==> src/core/nested_vector_irq_ctrl_pkg.sv <==
`default_nettype none
package nic_pkg;

  // ----------------------------------------------------------------------
  // Geometry
  // ----------------------------------------------------------------------
  localparam int unsigned NUM_IRQ = 32;
  localparam int unsigned PRI_W = 2;
  localparam int unsigned IRQ_ID_W = 5;
  localparam int unsigned PRI_REGS = 8;
  localparam int unsigned PRI_MSB = 7;
  localparam int unsigned PRI_LSB = 6;
  localparam int unsigned BYTE_W = 8;

  // ----------------------------------------------------------------------
  // Register map on the private peripheral bus
  // ----------------------------------------------------------------------
  localparam logic [31:0] ADDR_ENABLE_SET = 32'he000e100;
  localparam logic [31:0] ADDR_ENABLE_CLEAR = 32'he000e180;
  localparam logic [31:0] ADDR_PENDING_SET = 32'he000e200;
  localparam logic [31:0] ADDR_PENDING_CLEAR = 32'he000e280;
  localparam logic [31:0] ADDR_PRIORITY_BASE = 32'he000e400;
  localparam logic [31:0] ADDR_PRIORITY_LAST = 32'he000e41c;
  localparam logic [31:0] WIN0_LO = 32'he000e100;
  localparam logic [31:0] WIN0_HI = 32'he000e4ef;
  localparam logic [31:0] WIN1_LO = 32'he000ef00;
  localparam logic [31:0] WIN1_HI = 32'he000ef03;
  localparam logic [31:0] RESET_VALUE = 32'h00000000;
  localparam logic [PRI_W-1:0] PRI_RESET = 2'h0;
  localparam logic [PRI_W-1:0] PRI_IDLE = 2'h3;

  // ----------------------------------------------------------------------
  // Carriers
  // ----------------------------------------------------------------------
  typedef struct packed {
    logic rd;
    logic wr;
    logic [31:0] addr;
    logic [31:0] wdata;
  } nic_bus_req_t;

  typedef struct packed {
    logic found;
    logic [IRQ_ID_W-1:0] id;
    logic [PRI_W-1:0] pri;
  } nic_pick_t;

  typedef enum logic [1:0] {
    NIC_RUN = 2'b00,
    NIC_SLEEP = 2'b01
  } nic_state_t;

endpackage : nic_pkg
`default_nettype wire

==> src/core/nested_vector_irq_ctrl_arbiter.sv <==
`timescale 1ns/100ps
`default_nettype none
// Picks the most urgent candidate; lowest level wins, then the lowest number.
module nic_arbiter #(
  parameter int unsigned N = nic_pkg::NUM_IRQ
) (
  // Candidates
  input wire logic [N-1:0] cand_i,
  input wire logic [N*nic_pkg::PRI_W-1:0] pri_i,
  // Result
  output var nic_pkg::nic_pick_t pick_o
);
  import nic_pkg::*;

  always_comb begin
    pick_o = '{found: 1'b0, id: '0, pri: PRI_IDLE};
    for (int i = N - 1; i >= 0; i--) begin
      if (cand_i[i] && (!pick_o.found || pri_i[i*PRI_W +: PRI_W] <= pick_o.pri)) begin // [RULE1] [RULE5]
        pick_o.found = 1'b1;
        pick_o.id = IRQ_ID_W'(i);
        pick_o.pri = pri_i[i*PRI_W +: PRI_W];
      end
    end
  end

endmodule : nic_arbiter
`default_nettype wire

==> src/core/nested_vector_irq_ctrl_ctrl.sv <==
// How it works
// RULE1 - Each line has a two-bit level; zero is the most urgent.
// RULE2 - Level-held and pulsed requests are both detected on every line.
// RULE3 - There is no non-maskable input; only the 32 maskable lines exist.
// RULE4 - Enable-set: writing one enables, zero does nothing, read shows enables.
// RULE5 - A pending and enabled line is offered to the core by priority.
// RULE6 - A disabled line still goes pending but is never offered.
// RULE7 - Registers sit at fixed addresses and reset to zero.
// RULE8 - Only the two assigned private bus ranges are decoded.
// RULE9 - Sleep ends on an exception or a pending line that would preempt.
// RULE10 - A debug entry request ends sleep whether debug is enabled or not.
// RULE11 - Enable-clear: writing one disables, zero ignored, read shows enables.
// RULE12 - Pending-set: writing one makes the line pending, even if disabled.
// RULE13 - Pending-clear: writing one drops pending, active state untouched.
// RULE14 - Priority bytes keep only bits seven and six; the rest read zero.
// RULE15 - A pulse held one clock is latched until handler entry or clear.
`timescale 1ns/100ps
`default_nettype none
module nic_ctrl #(
  parameter int unsigned N = nic_pkg::NUM_IRQ
) (
  // Clock and reset
  input wire logic ref_clk_i,
  input wire logic sys_rst_i,
  // Peripheral request lines, asynchronous to the core
  input wire logic [N-1:0] irq_req_i,
  // Private peripheral bus from the core
  input wire nic_pkg::nic_bus_req_t bus_req_i,
  output logic [31:0] bus_rdata_o,
  output logic bus_hit_o,
  // Core exception handshake
  input wire logic irq_ack_i,
  input wire logic [nic_pkg::IRQ_ID_W-1:0] irq_ack_id_i,
  input wire logic irq_exit_i,
  input wire logic [nic_pkg::IRQ_ID_W-1:0] irq_exit_id_i,
  input wire logic [nic_pkg::PRI_W-1:0] exec_pri_i,
  input wire logic exec_pri_valid_i,
  input wire logic global_irq_mask_i,
  input wire logic sys_exception_i,
  input wire logic debug_req_i,
  input wire logic sleep_req_i,
  // Offer to the core and wake-up
  output logic irq_take_o,
  output logic [nic_pkg::IRQ_ID_W-1:0] irq_take_id_o,
  output logic [nic_pkg::PRI_W-1:0] irq_take_pri_o,
  output logic sleeping_o,
  output logic wake_o
);
  import nic_pkg::*;

  // ----------------------------------------------------------------------
  // Decode helpers
  // ----------------------------------------------------------------------
  function automatic logic in_window(input logic [31:0] a);
    return (a >= WIN0_LO && a <= WIN0_HI) || (a >= WIN1_LO && a <= WIN1_HI); // [RULE8]
  endfunction : in_window

  function automatic logic is_pri_addr(input logic [31:0] a);
    return a >= ADDR_PRIORITY_BASE && a <= ADDR_PRIORITY_LAST && a[1:0] == 2'h0;
  endfunction : is_pri_addr

  logic [N-1:0] req_meta;
  logic [N-1:0] req_sync;
  logic [N-1:0] req_last;
  logic [N-1:0] enabled;
  logic [N-1:0] pending;
  logic [N-1:0] active;
  logic [N*PRI_W-1:0] prio;
  nic_state_t state;
  nic_pick_t pick;
  logic wr;
  logic [N-1:0] hw_set;
  logic [N-1:0] sw_set;
  logic [N-1:0] sw_clr;
  logic [N-1:0] ack_clr;
  logic [N-1:0] exit_bit;
  logic [2:0] pri_idx;
  logic would_preempt;
  logic wake_cond;

  // ----------------------------------------------------------------------
  // Request synchroniser and detection
  // ----------------------------------------------------------------------
  // No non-maskable path exists; every source goes through this gate. [RULE3]
  always_ff @(posedge ref_clk_i) begin
    if (sys_rst_i) begin
      req_meta <= '0;
      req_sync <= '0;
      req_last <= '0;
    end else begin
      req_meta <= irq_req_i;
      req_sync <= req_meta;
      req_last <= req_sync;
    end
  end

  // A held level re-pends once the line is no longer active; a rising edge pends
  // even while active, so a pulse during the handler is not lost. The entry cycle
  // counts as active, or a held level would survive its own handler entry.
  assign hw_set = (req_sync & ~active & ~ack_clr) | (req_sync & ~req_last); // [RULE2] [RULE15]

  // ----------------------------------------------------------------------
  // Register writes
  // ----------------------------------------------------------------------
  assign wr = bus_req_i.wr && in_window(bus_req_i.addr);
  assign sw_set = (wr && bus_req_i.addr == ADDR_PENDING_SET) ? bus_req_i.wdata[N-1:0] : '0; // [RULE12]
  assign sw_clr = (wr && bus_req_i.addr == ADDR_PENDING_CLEAR) ? bus_req_i.wdata[N-1:0] : '0; // [RULE13]
  assign ack_clr = irq_ack_i ? (N'(1) << irq_ack_id_i) : '0;
  assign exit_bit = irq_exit_i ? (N'(1) << irq_exit_id_i) : '0;
  assign pri_idx = bus_req_i.addr[4:2];

  always_ff @(posedge ref_clk_i) begin
    if (sys_rst_i) begin
      enabled <= RESET_VALUE[N-1:0]; // [RULE7]
    end else if (wr && bus_req_i.addr == ADDR_ENABLE_SET) begin
      enabled <= enabled | bus_req_i.wdata[N-1:0]; // [RULE4]
    end else if (wr && bus_req_i.addr == ADDR_ENABLE_CLEAR) begin
      enabled <= enabled & ~bus_req_i.wdata[N-1:0]; // [RULE11]
    end
  end

  // New requests win over a clear in the same cycle so no event is dropped.
  always_ff @(posedge ref_clk_i) begin
    if (sys_rst_i) begin
      pending <= RESET_VALUE[N-1:0];
    end else begin
      pending <= (pending & ~sw_clr & ~ack_clr) | hw_set | sw_set; // [RULE6] [RULE12] [RULE15]
    end
  end

  // Pending-clear never touches this register.
  always_ff @(posedge ref_clk_i) begin
    if (sys_rst_i) begin
      active <= '0;
    end else begin
      active <= (active & ~exit_bit) | ack_clr; // [RULE13]
    end
  end

  always_ff @(posedge ref_clk_i) begin
    if (sys_rst_i) begin
      prio <= '0; // [RULE7]
    end else if (wr && is_pri_addr(bus_req_i.addr)) begin
      for (int b = 0; b < 4; b++) begin
        prio[(pri_idx*4+b)*PRI_W +: PRI_W] <= bus_req_i.wdata[b*BYTE_W+PRI_LSB +: PRI_W]; // [RULE14]
      end
    end
  end

  // ----------------------------------------------------------------------
  // Register reads
  // ----------------------------------------------------------------------
  always_ff @(posedge ref_clk_i) begin
    if (sys_rst_i) begin
      bus_rdata_o <= RESET_VALUE;
      bus_hit_o <= 1'b0;
    end else begin
      bus_rdata_o <= RESET_VALUE;
      bus_hit_o <= (bus_req_i.rd || bus_req_i.wr) && in_window(bus_req_i.addr); // [RULE8]
      if (bus_req_i.rd && in_window(bus_req_i.addr)) begin
        if (bus_req_i.addr == ADDR_ENABLE_SET || bus_req_i.addr == ADDR_ENABLE_CLEAR) begin
          bus_rdata_o <= 32'(enabled); // [RULE4] [RULE11]
        end else if (bus_req_i.addr == ADDR_PENDING_SET || bus_req_i.addr == ADDR_PENDING_CLEAR) begin
          bus_rdata_o <= 32'(pending);
        end else if (is_pri_addr(bus_req_i.addr)) begin
          for (int b = 0; b < 4; b++) begin
            bus_rdata_o[b*BYTE_W+PRI_LSB +: PRI_W] <= prio[(pri_idx*4+b)*PRI_W +: PRI_W]; // [RULE14]
          end
        end
      end
    end
  end

  // ----------------------------------------------------------------------
  // Selection
  // ----------------------------------------------------------------------
  nic_arbiter #(
    .N(N)
  ) u_arb (
    .cand_i(pending & enabled & ~active), // [RULE5] [RULE6]
    .pri_i(prio),
    .pick_o(pick)
  );

  // Preemption needs a strictly more urgent level than the running one.
  assign would_preempt = pick.found && (!exec_pri_valid_i || pick.pri < exec_pri_i); // [RULE1]

  always_ff @(posedge ref_clk_i) begin
    if (sys_rst_i) begin
      irq_take_o <= 1'b0;
      irq_take_id_o <= '0;
      irq_take_pri_o <= PRI_RESET;
    end else begin
      irq_take_o <= would_preempt && !global_irq_mask_i && !irq_ack_i; // [RULE5]
      irq_take_id_o <= pick.id;
      irq_take_pri_o <= pick.pri;
    end
  end

  // ----------------------------------------------------------------------
  // Wait-for-interrupt sleep
  // ----------------------------------------------------------------------
  // The global mask is deliberately ignored here so a masked core still wakes.
  assign wake_cond = sys_exception_i || would_preempt || debug_req_i; // [RULE9] [RULE10]

  always_ff @(posedge ref_clk_i) begin
    if (sys_rst_i) begin
      state <= NIC_RUN;
      sleeping_o <= 1'b0;
      wake_o <= 1'b0;
    end else begin
      wake_o <= 1'b0;
      unique case (state)
        NIC_RUN: begin
          if (sleep_req_i && !wake_cond) begin
            state <= NIC_SLEEP;
            sleeping_o <= 1'b1;
          end else if (sleep_req_i) begin
            wake_o <= 1'b1;
          end
        end
        NIC_SLEEP: begin
          if (wake_cond) begin // [RULE9] [RULE10]
            state <= NIC_RUN;
            sleeping_o <= 1'b0;
            wake_o <= 1'b1;
          end
        end
        default: begin
          state <= NIC_RUN;
          sleeping_o <= 1'b0;
        end
      endcase
    end
  end

endmodule : nic_ctrl
`default_nettype wire

==> config.mk <==
export PLATFORM = sky130hd
export DESIGN_NAME = nic_ctrl
export DESIGN_NICKNAME = d
export VERILOG_FILES = /design/src/core/nested_vector_irq_ctrl_pkg.sv /design/src/core/nested_vector_irq_ctrl_arbiter.sv /design/src/core/nested_vector_irq_ctrl_ctrl.sv
export SDC_FILE = /design/constraint.sdc
export NUM_CORES = 1
export LEC_CHECK = 0
export BUFFER_PORTS_ARGS = -buffer_cell sky130_fd_sc_hd__buf_2
export CAP_MARGIN = 20
export CORE_AREA = 2 2 229 208
export DETAILED_ROUTE_END_ITERATION = 12
export DIE_AREA = 0 0 231 210
export SLEW_MARGIN = 20
export SYNTH_ARGS = -nofsm -noshare
export SYNTH_HDL_FRONTEND = slang
export SYNTH_HIERARCHICAL = 1
export SYNTH_SLANG_ARGS = --single-unit
==> constraint.sdc <==
create_clock -name ref_clk_i -period 50.5 [get_ports ref_clk_i]
set_input_delay 5.05 -clock ref_clk_i [delete_from_list [all_inputs] [get_ports ref_clk_i]]
set_output_delay 5.05 -clock ref_clk_i [all_outputs]
set_load 0.01 [all_outputs]
=== Word level (Yosys, flattened, before mapping) ===
Cells that the tools add are included.

* Bits in registers: 301
* Word-level logic and storage cells: 301

* $add $sub $neg: 7
* Magnitude comparators: 38
* Equality and inequality tests: 7
* Shift operators: 14
* Mux-type cells: 65
* Bitwise logic cells: 21
* Reductions and logical operators: 130

{| class="wikitable"
|+ Operators with widths
! kind !! number
|-
| bitwise AND 32 bit || 9
|-
| bitwise mux 64 bit || 4
|-
| two-way mux 8 bit || 32
|-
| variable shift 2 x 34 -> 64 bit, first input constant || 4
|-
| variable part select 2 x 34 -> 64 bit || 4
|-
| two-way mux 32 bit || 7
|-
| NOT 32 bit || 6
|-
| variable part select 64 x 8 -> 2 bit || 3
|-
| OR 32 bit || 5
|-
| equality test 32 bit, second input constant || 4
|-
| negation 32 -> 34 bit || 3
|-
| >= comparator 32 bit, second input constant || 3
|-
| <= comparator 32 bit, second input constant || 3
|-
| variable part select 64 x 7 -> 2 bit || 1
|-
| << shifter 1 x 5 -> 32 bit, first input constant || 2
|-
| <= comparator 2 bit || 31
|-
| logical AND 1 bit || 47
|-
| logical OR 1 bit || 38
|-
| logical NOT 1 bit || 35
|-
| negation 6 -> 34 bit || 1
|-
| two-way mux 6 bit || 4
|-
| two-way mux 2 bit || 10
|-
| OR reduction 17 bit || 1
|-
| adder 5 x 2 -> 6 bit, second input constant || 2
|-
| other kinds (15) || 23
|}

=== Depth between registers and ports, before layout ===
* Depth in word-level cells: 136
* Mapped depth: 212
* Depth with buffers taken out: 210

=== Modules after synthesis ===
Netlist, hierarchy kept.

{| class="wikitable"
|+ By module, submodules not included
! module !! times used !! cells each !! area each (um^2)
|-
| nic_ctrl || 1 || 1415 || 12917.4
|-
| nic_arbiter || 1 || 490 || 3108.0
|}

=== Least setup slack after synthesis ===
Ideal clock, no wire load.

* Path type: reg-to-reg
* Start: reg (tool-made name)
* End: reg wake_o
* Library setup time: 0.131 ns
* Data arrival time: 36.894 ns
* Required time: 50.369 ns
* Path slack: 13.476 ns
* Cell stages (with the launch flop): 197
* Buffers on the path: 2
* Clock period less this slack: 37.024 ns
* Cell sequence: dfxtp_1 inv_1 nor3_1 inv_1 nor2_1 inv_1 ha_1 or2_2 a211oi_1 a2bb2oi_1 ha_1 or2_1 maj3_1 o221ai_1 mux2i_1 inv_1 ha_1 nor2_1 (+161 left out) o21a_1 o21ai_0 nor2b_1 nand2_1 nand2_1 ha_1 a221o_1 nand2_1 mux2_2 ha_1 nor2b_1 o21ai_0 o21ai_0 a21oi_1 ha_1 a21oi_1 o21ai_0 a21oi_1

{| class="wikitable"
|+ RTL lines
! element !! line !! text
|-
| to (signal assigned) || nested_vector_irq_ctrl_ctrl.sv:210 || <nowiki>wake_o <= 1'b0;</nowiki>
|-
| to (signal assigned) || nested_vector_irq_ctrl_ctrl.sv:212 || <nowiki>wake_o <= 1'b0;</nowiki>
|-
| to (signal assigned) || nested_vector_irq_ctrl_ctrl.sv:219 || <nowiki>wake_o <= 1'b1;</nowiki>
|-
| to (decl) || nested_vector_irq_ctrl_ctrl.sv:47 || <nowiki>output logic wake_o</nowiki>
|}

==> metrics.csv <==
stage,metric,value,unit
critical_path,"most used cell, CP",nor2_1,
clocking,CTS max path bufs,3,
synth,Post-Synth Adder-Cell Area,0.03310,
synth,Post-synth EDFFs,0,
status,status,finished clean,
synth,Synth Area in Simple Gates,0.2504,
power_and_ir_drop,Leakage,7.930,nW
route,ANT nets after route,0,
global_route,total grt overflow,0,
power_and_ir_drop,Clk pwr share,0.475,
critical_path,CP Capture Type,flip-flop,
synth,Cell variety after synth,93,
sta,"Slew Viols, Final",0,
critical_path,CP Depth,199,
route,top routing layer in use,met5,
critical_path,critical path startpoint category,flip-flop,
synth,Netlist Area Pre-Place,16030,µm²
route,DRT iter0 DRCs,1228,
synth,post-synthesis compound-gate area fraction,0.2132,
route,M1 wire length,23910,µm
final_layout,fin nets,2183,
synth,top post-synthesis cells by area,"dfxtp_1, nor2_1, a21oi_1",
final_layout,"commonest non-fill, non-tap cell in the layout",dfxtp_1,
route,# DRC,0,
sta,Fmax achieved,23.81,MHz
placement,DP HPWL,38940,µm
global_route,pin count of the biggest net entering global routing,76,
synth,cell taking the most area after synthesis,dfxtp_1,
die,core area,46170,µm²
synth,syn avg cell area,8.412,µm²
power_and_ir_drop,Logic pwr share,0.066,
power_and_ir_drop,NetSw,126.5,µW
critical_path,Setup crit end,wake_o,
die,# rows,75,
critical_path,crit-path max FO,8,
sta,crit share post-route,0.8317,
global_route,Total GRT Usage,0.2169,
critical_path,"Slowest-stage cell, CP",o311ai_1,
final_layout,fill count,4683,
die,IO Pins,162,
power_and_ir_drop,Power Density,28.79,nW/µm²
flow_run,MaxCap Viol Count,0,
power_and_ir_drop,sw frac,0.2376,
sta,Total Neg Setup Slack,0,ns
sta,relative slew slack,0.3582,
clocking,"Clk pin slew, worst setup/hold paths",0.06,ns
route,met2 WL,24010,µm
critical_path,"Buf+Inv Stages, Crit Path",6,
critical_path,r2r endpoint,wake_o,
critical_path,critical path arrival,42.42,ns
clocking,CTS root buf,clkbuf_16,
final_layout,share of cells above drive strength 1,0.1513,
synth,Yosys reg bits,299,
clocking,CTS hold repair buffers,0,
final_layout,area of the multi-input gates,9044,µm²
critical_path,WP data required,50.92,ns
route,first drt pass iteration count,6,
die,DIE WIDTH,231,µm
die,Die Span Y,210,µm
power_and_ir_drop,Flop pwr share,0.459,
route,via-per-instance ratio,5.528,
synth,main flop type after synthesis,dfxtp_1,
power_and_ir_drop,maximum vdd ir drop,0.02737,mV
global_route,vias in the first global route,14320,
clocking,CTS Buf Count,35,
hold_path,Worst Hold Path Cells,1,
route,vias,14770,
placement,GP Congestion,0.9267,
clocking,total clock sinks,299,
route,wire per inst,19.87,µm
synth,synthesized netlist cell count,1905,
sta,Final setup violation count,0,
critical_path,R2R depth,199,
synth,Yosys warning count,6,
synth,"Seq/Total Area, Yosys",0.3735,
die,area of the die,48510,µm²
sta,"Hold Vio Cnt, Final",0,
clocking,CTS tree,done,
synth,main combinational cell family by area after synthesis,simple AND/OR/NAND/NOR gates,
synth,mux cell area share after synthesis,0.06566,
critical_path,"Largest stage delay, worst path",0.62,ns
power_and_ir_drop,Internal,405.9,µW
final_layout,Reg area,5986,µm²
final_layout,most frequent cells in the layout,"dfxtp_1, nor2_1, inv_1",
critical_path,R2R setup slack,8.50,ns
placement,IO Port Bufs,161,
clocking,clk_lat worst skew,0.55,ns
route,wire length on met3,3485,µm
die,Initial Utilization,0.3471,
global_route,initial antenna violation count,9,
final_layout,area grow syn2layout,15.40,%
synth,Synth async-reset ratio,0,
critical_path,"delay-heaviest family, CP",compound AO/OA/AOI/OAI gates,
clocking,CTS resizes,0,
clocking,post-CTS setup buffer count,0,
synth,Syn Nets,2064,
sta,Worst Tran Pin Value,0.9627,ns
synth,Synth Area in XOR/XNOR,0,
final_layout,Layout Utilization,0.4005,
route,DRT Wirelength,53070,µm
clocking,CTS H-tree depth,2,
critical_path,type of the worst setup path,flip-flop to flip-flop,
sta,RSZ-0062 raised after global routing,no,
sta,Final Skew,0.01568,ns
sta,Final min period,42.00,ns
global_route,first-pass GRT wire length,82500,µm
hold_path,Hold Crit Class,flip-flop to flip-flop,
synth,Synth top area share,0.3735,
-- cell families after synthesis --
family                     Yosys count
muxes                               84
buffers and inverters              258
AOI/OAI and AO/OA                  499
DFF                                299
adders and majority gates           43
and+or+nand+nor                    722
-- final cells by class --
| type | count | area share |
|---|---|---|
| inverter | 162 | 0.03288 |
| clock buffer | 53 | 0.05548 |
| clock inverter | 9 | 0.005480 |
| sequential | 299 | 0.3237 |
| tap | 616 | 0.04168 |
| timing repair buffer | 178 | 0.05095 |
| multi-input combinational | 1348 | 0.4890 |
| antenna | 6 | 0.0008119 |
-- Yosys cell counts (7+ instances only) --
library cell / instances
a311oi_1: 34
inv_1: 162
nand2_1: 105
nor2b_1: 92
mux2i_1: 61
o21a_1: 8
nor4_4: 16
dfxtp_1: 299
or2_2: 10
and3_1: 29
a22oi_1: 31
mux4_2: 16
ha_1: 40
clkbuf_1: 63
a21o_1: 68
a22o_1: 10
o211ai_1: 7
a211oi_1: 10
nor4_1: 13
o21ai_0: 63
nand2b_1: 64
nor3_1: 48
o22ai_1: 41
a21oi_1: 131
nand4_1: 22
buf_1: 7
nor2_1: 224
nand3_1: 31
a41oi_1: 30
and2_1: 11
buf_2: 14
-- stage by stage --
stage          hold WS [ns]  worst slack, ns  instances  power [mW]  instance area [µm²]
3_5_place_dp         0.4212            9.217       2603      0.2845                17350
4_1_cts              0.4349            9.054       2665      0.5364                18480
3_3_place_gp         0.4159            10.44       2603      0.2836                17350
2_1_floorplan        0.4138            13.48       1905      0.2707                16030
6_report             0.4303            8.499       2671      0.5323                18490
5_1_grt              0.4473            4.613       2666      0.5501                18480
-- power by group through the flow --
| stage | logic, mW | clock network (mW) | registers [mW] |
|---|---|---|---|
| finish | 0.0352 | 0.253 | 0.244 |
| detailed placement | 0.0349 | 0 | 0.250 |
| global placement | 0.0342 | 0 | 0.249 |
| CTS | 0.0350 | 0.257 | 0.244 |
| global route | 0.0387 | 0.267 | 0.245 |
| floorplan | 0.0218 | 0 | 0.249 |
-- worst min-delay path by stage --
stage,from,endpoint,slack [ns]
after floorplan,req_meta[0],req_sync[0],0.41
after global placement,req_meta[17],req_sync[17],0.42
after detailed placement,req_meta[9],req_sync[9],0.42
after CTS,req_meta[9],req_sync[9],0.43
after global routing,req_meta[9],req_sync[9],0.45
final,req_meta[24],req_sync[24],0.43
-- routing by layer --
layer,vias up,track usage
li1,7046,-
met1,7148,0.2923
met2,464,0.3491
met3,106,0.03842
met4,2,0.07586
met5,-,0
Power figures use the tool's default switching activity.
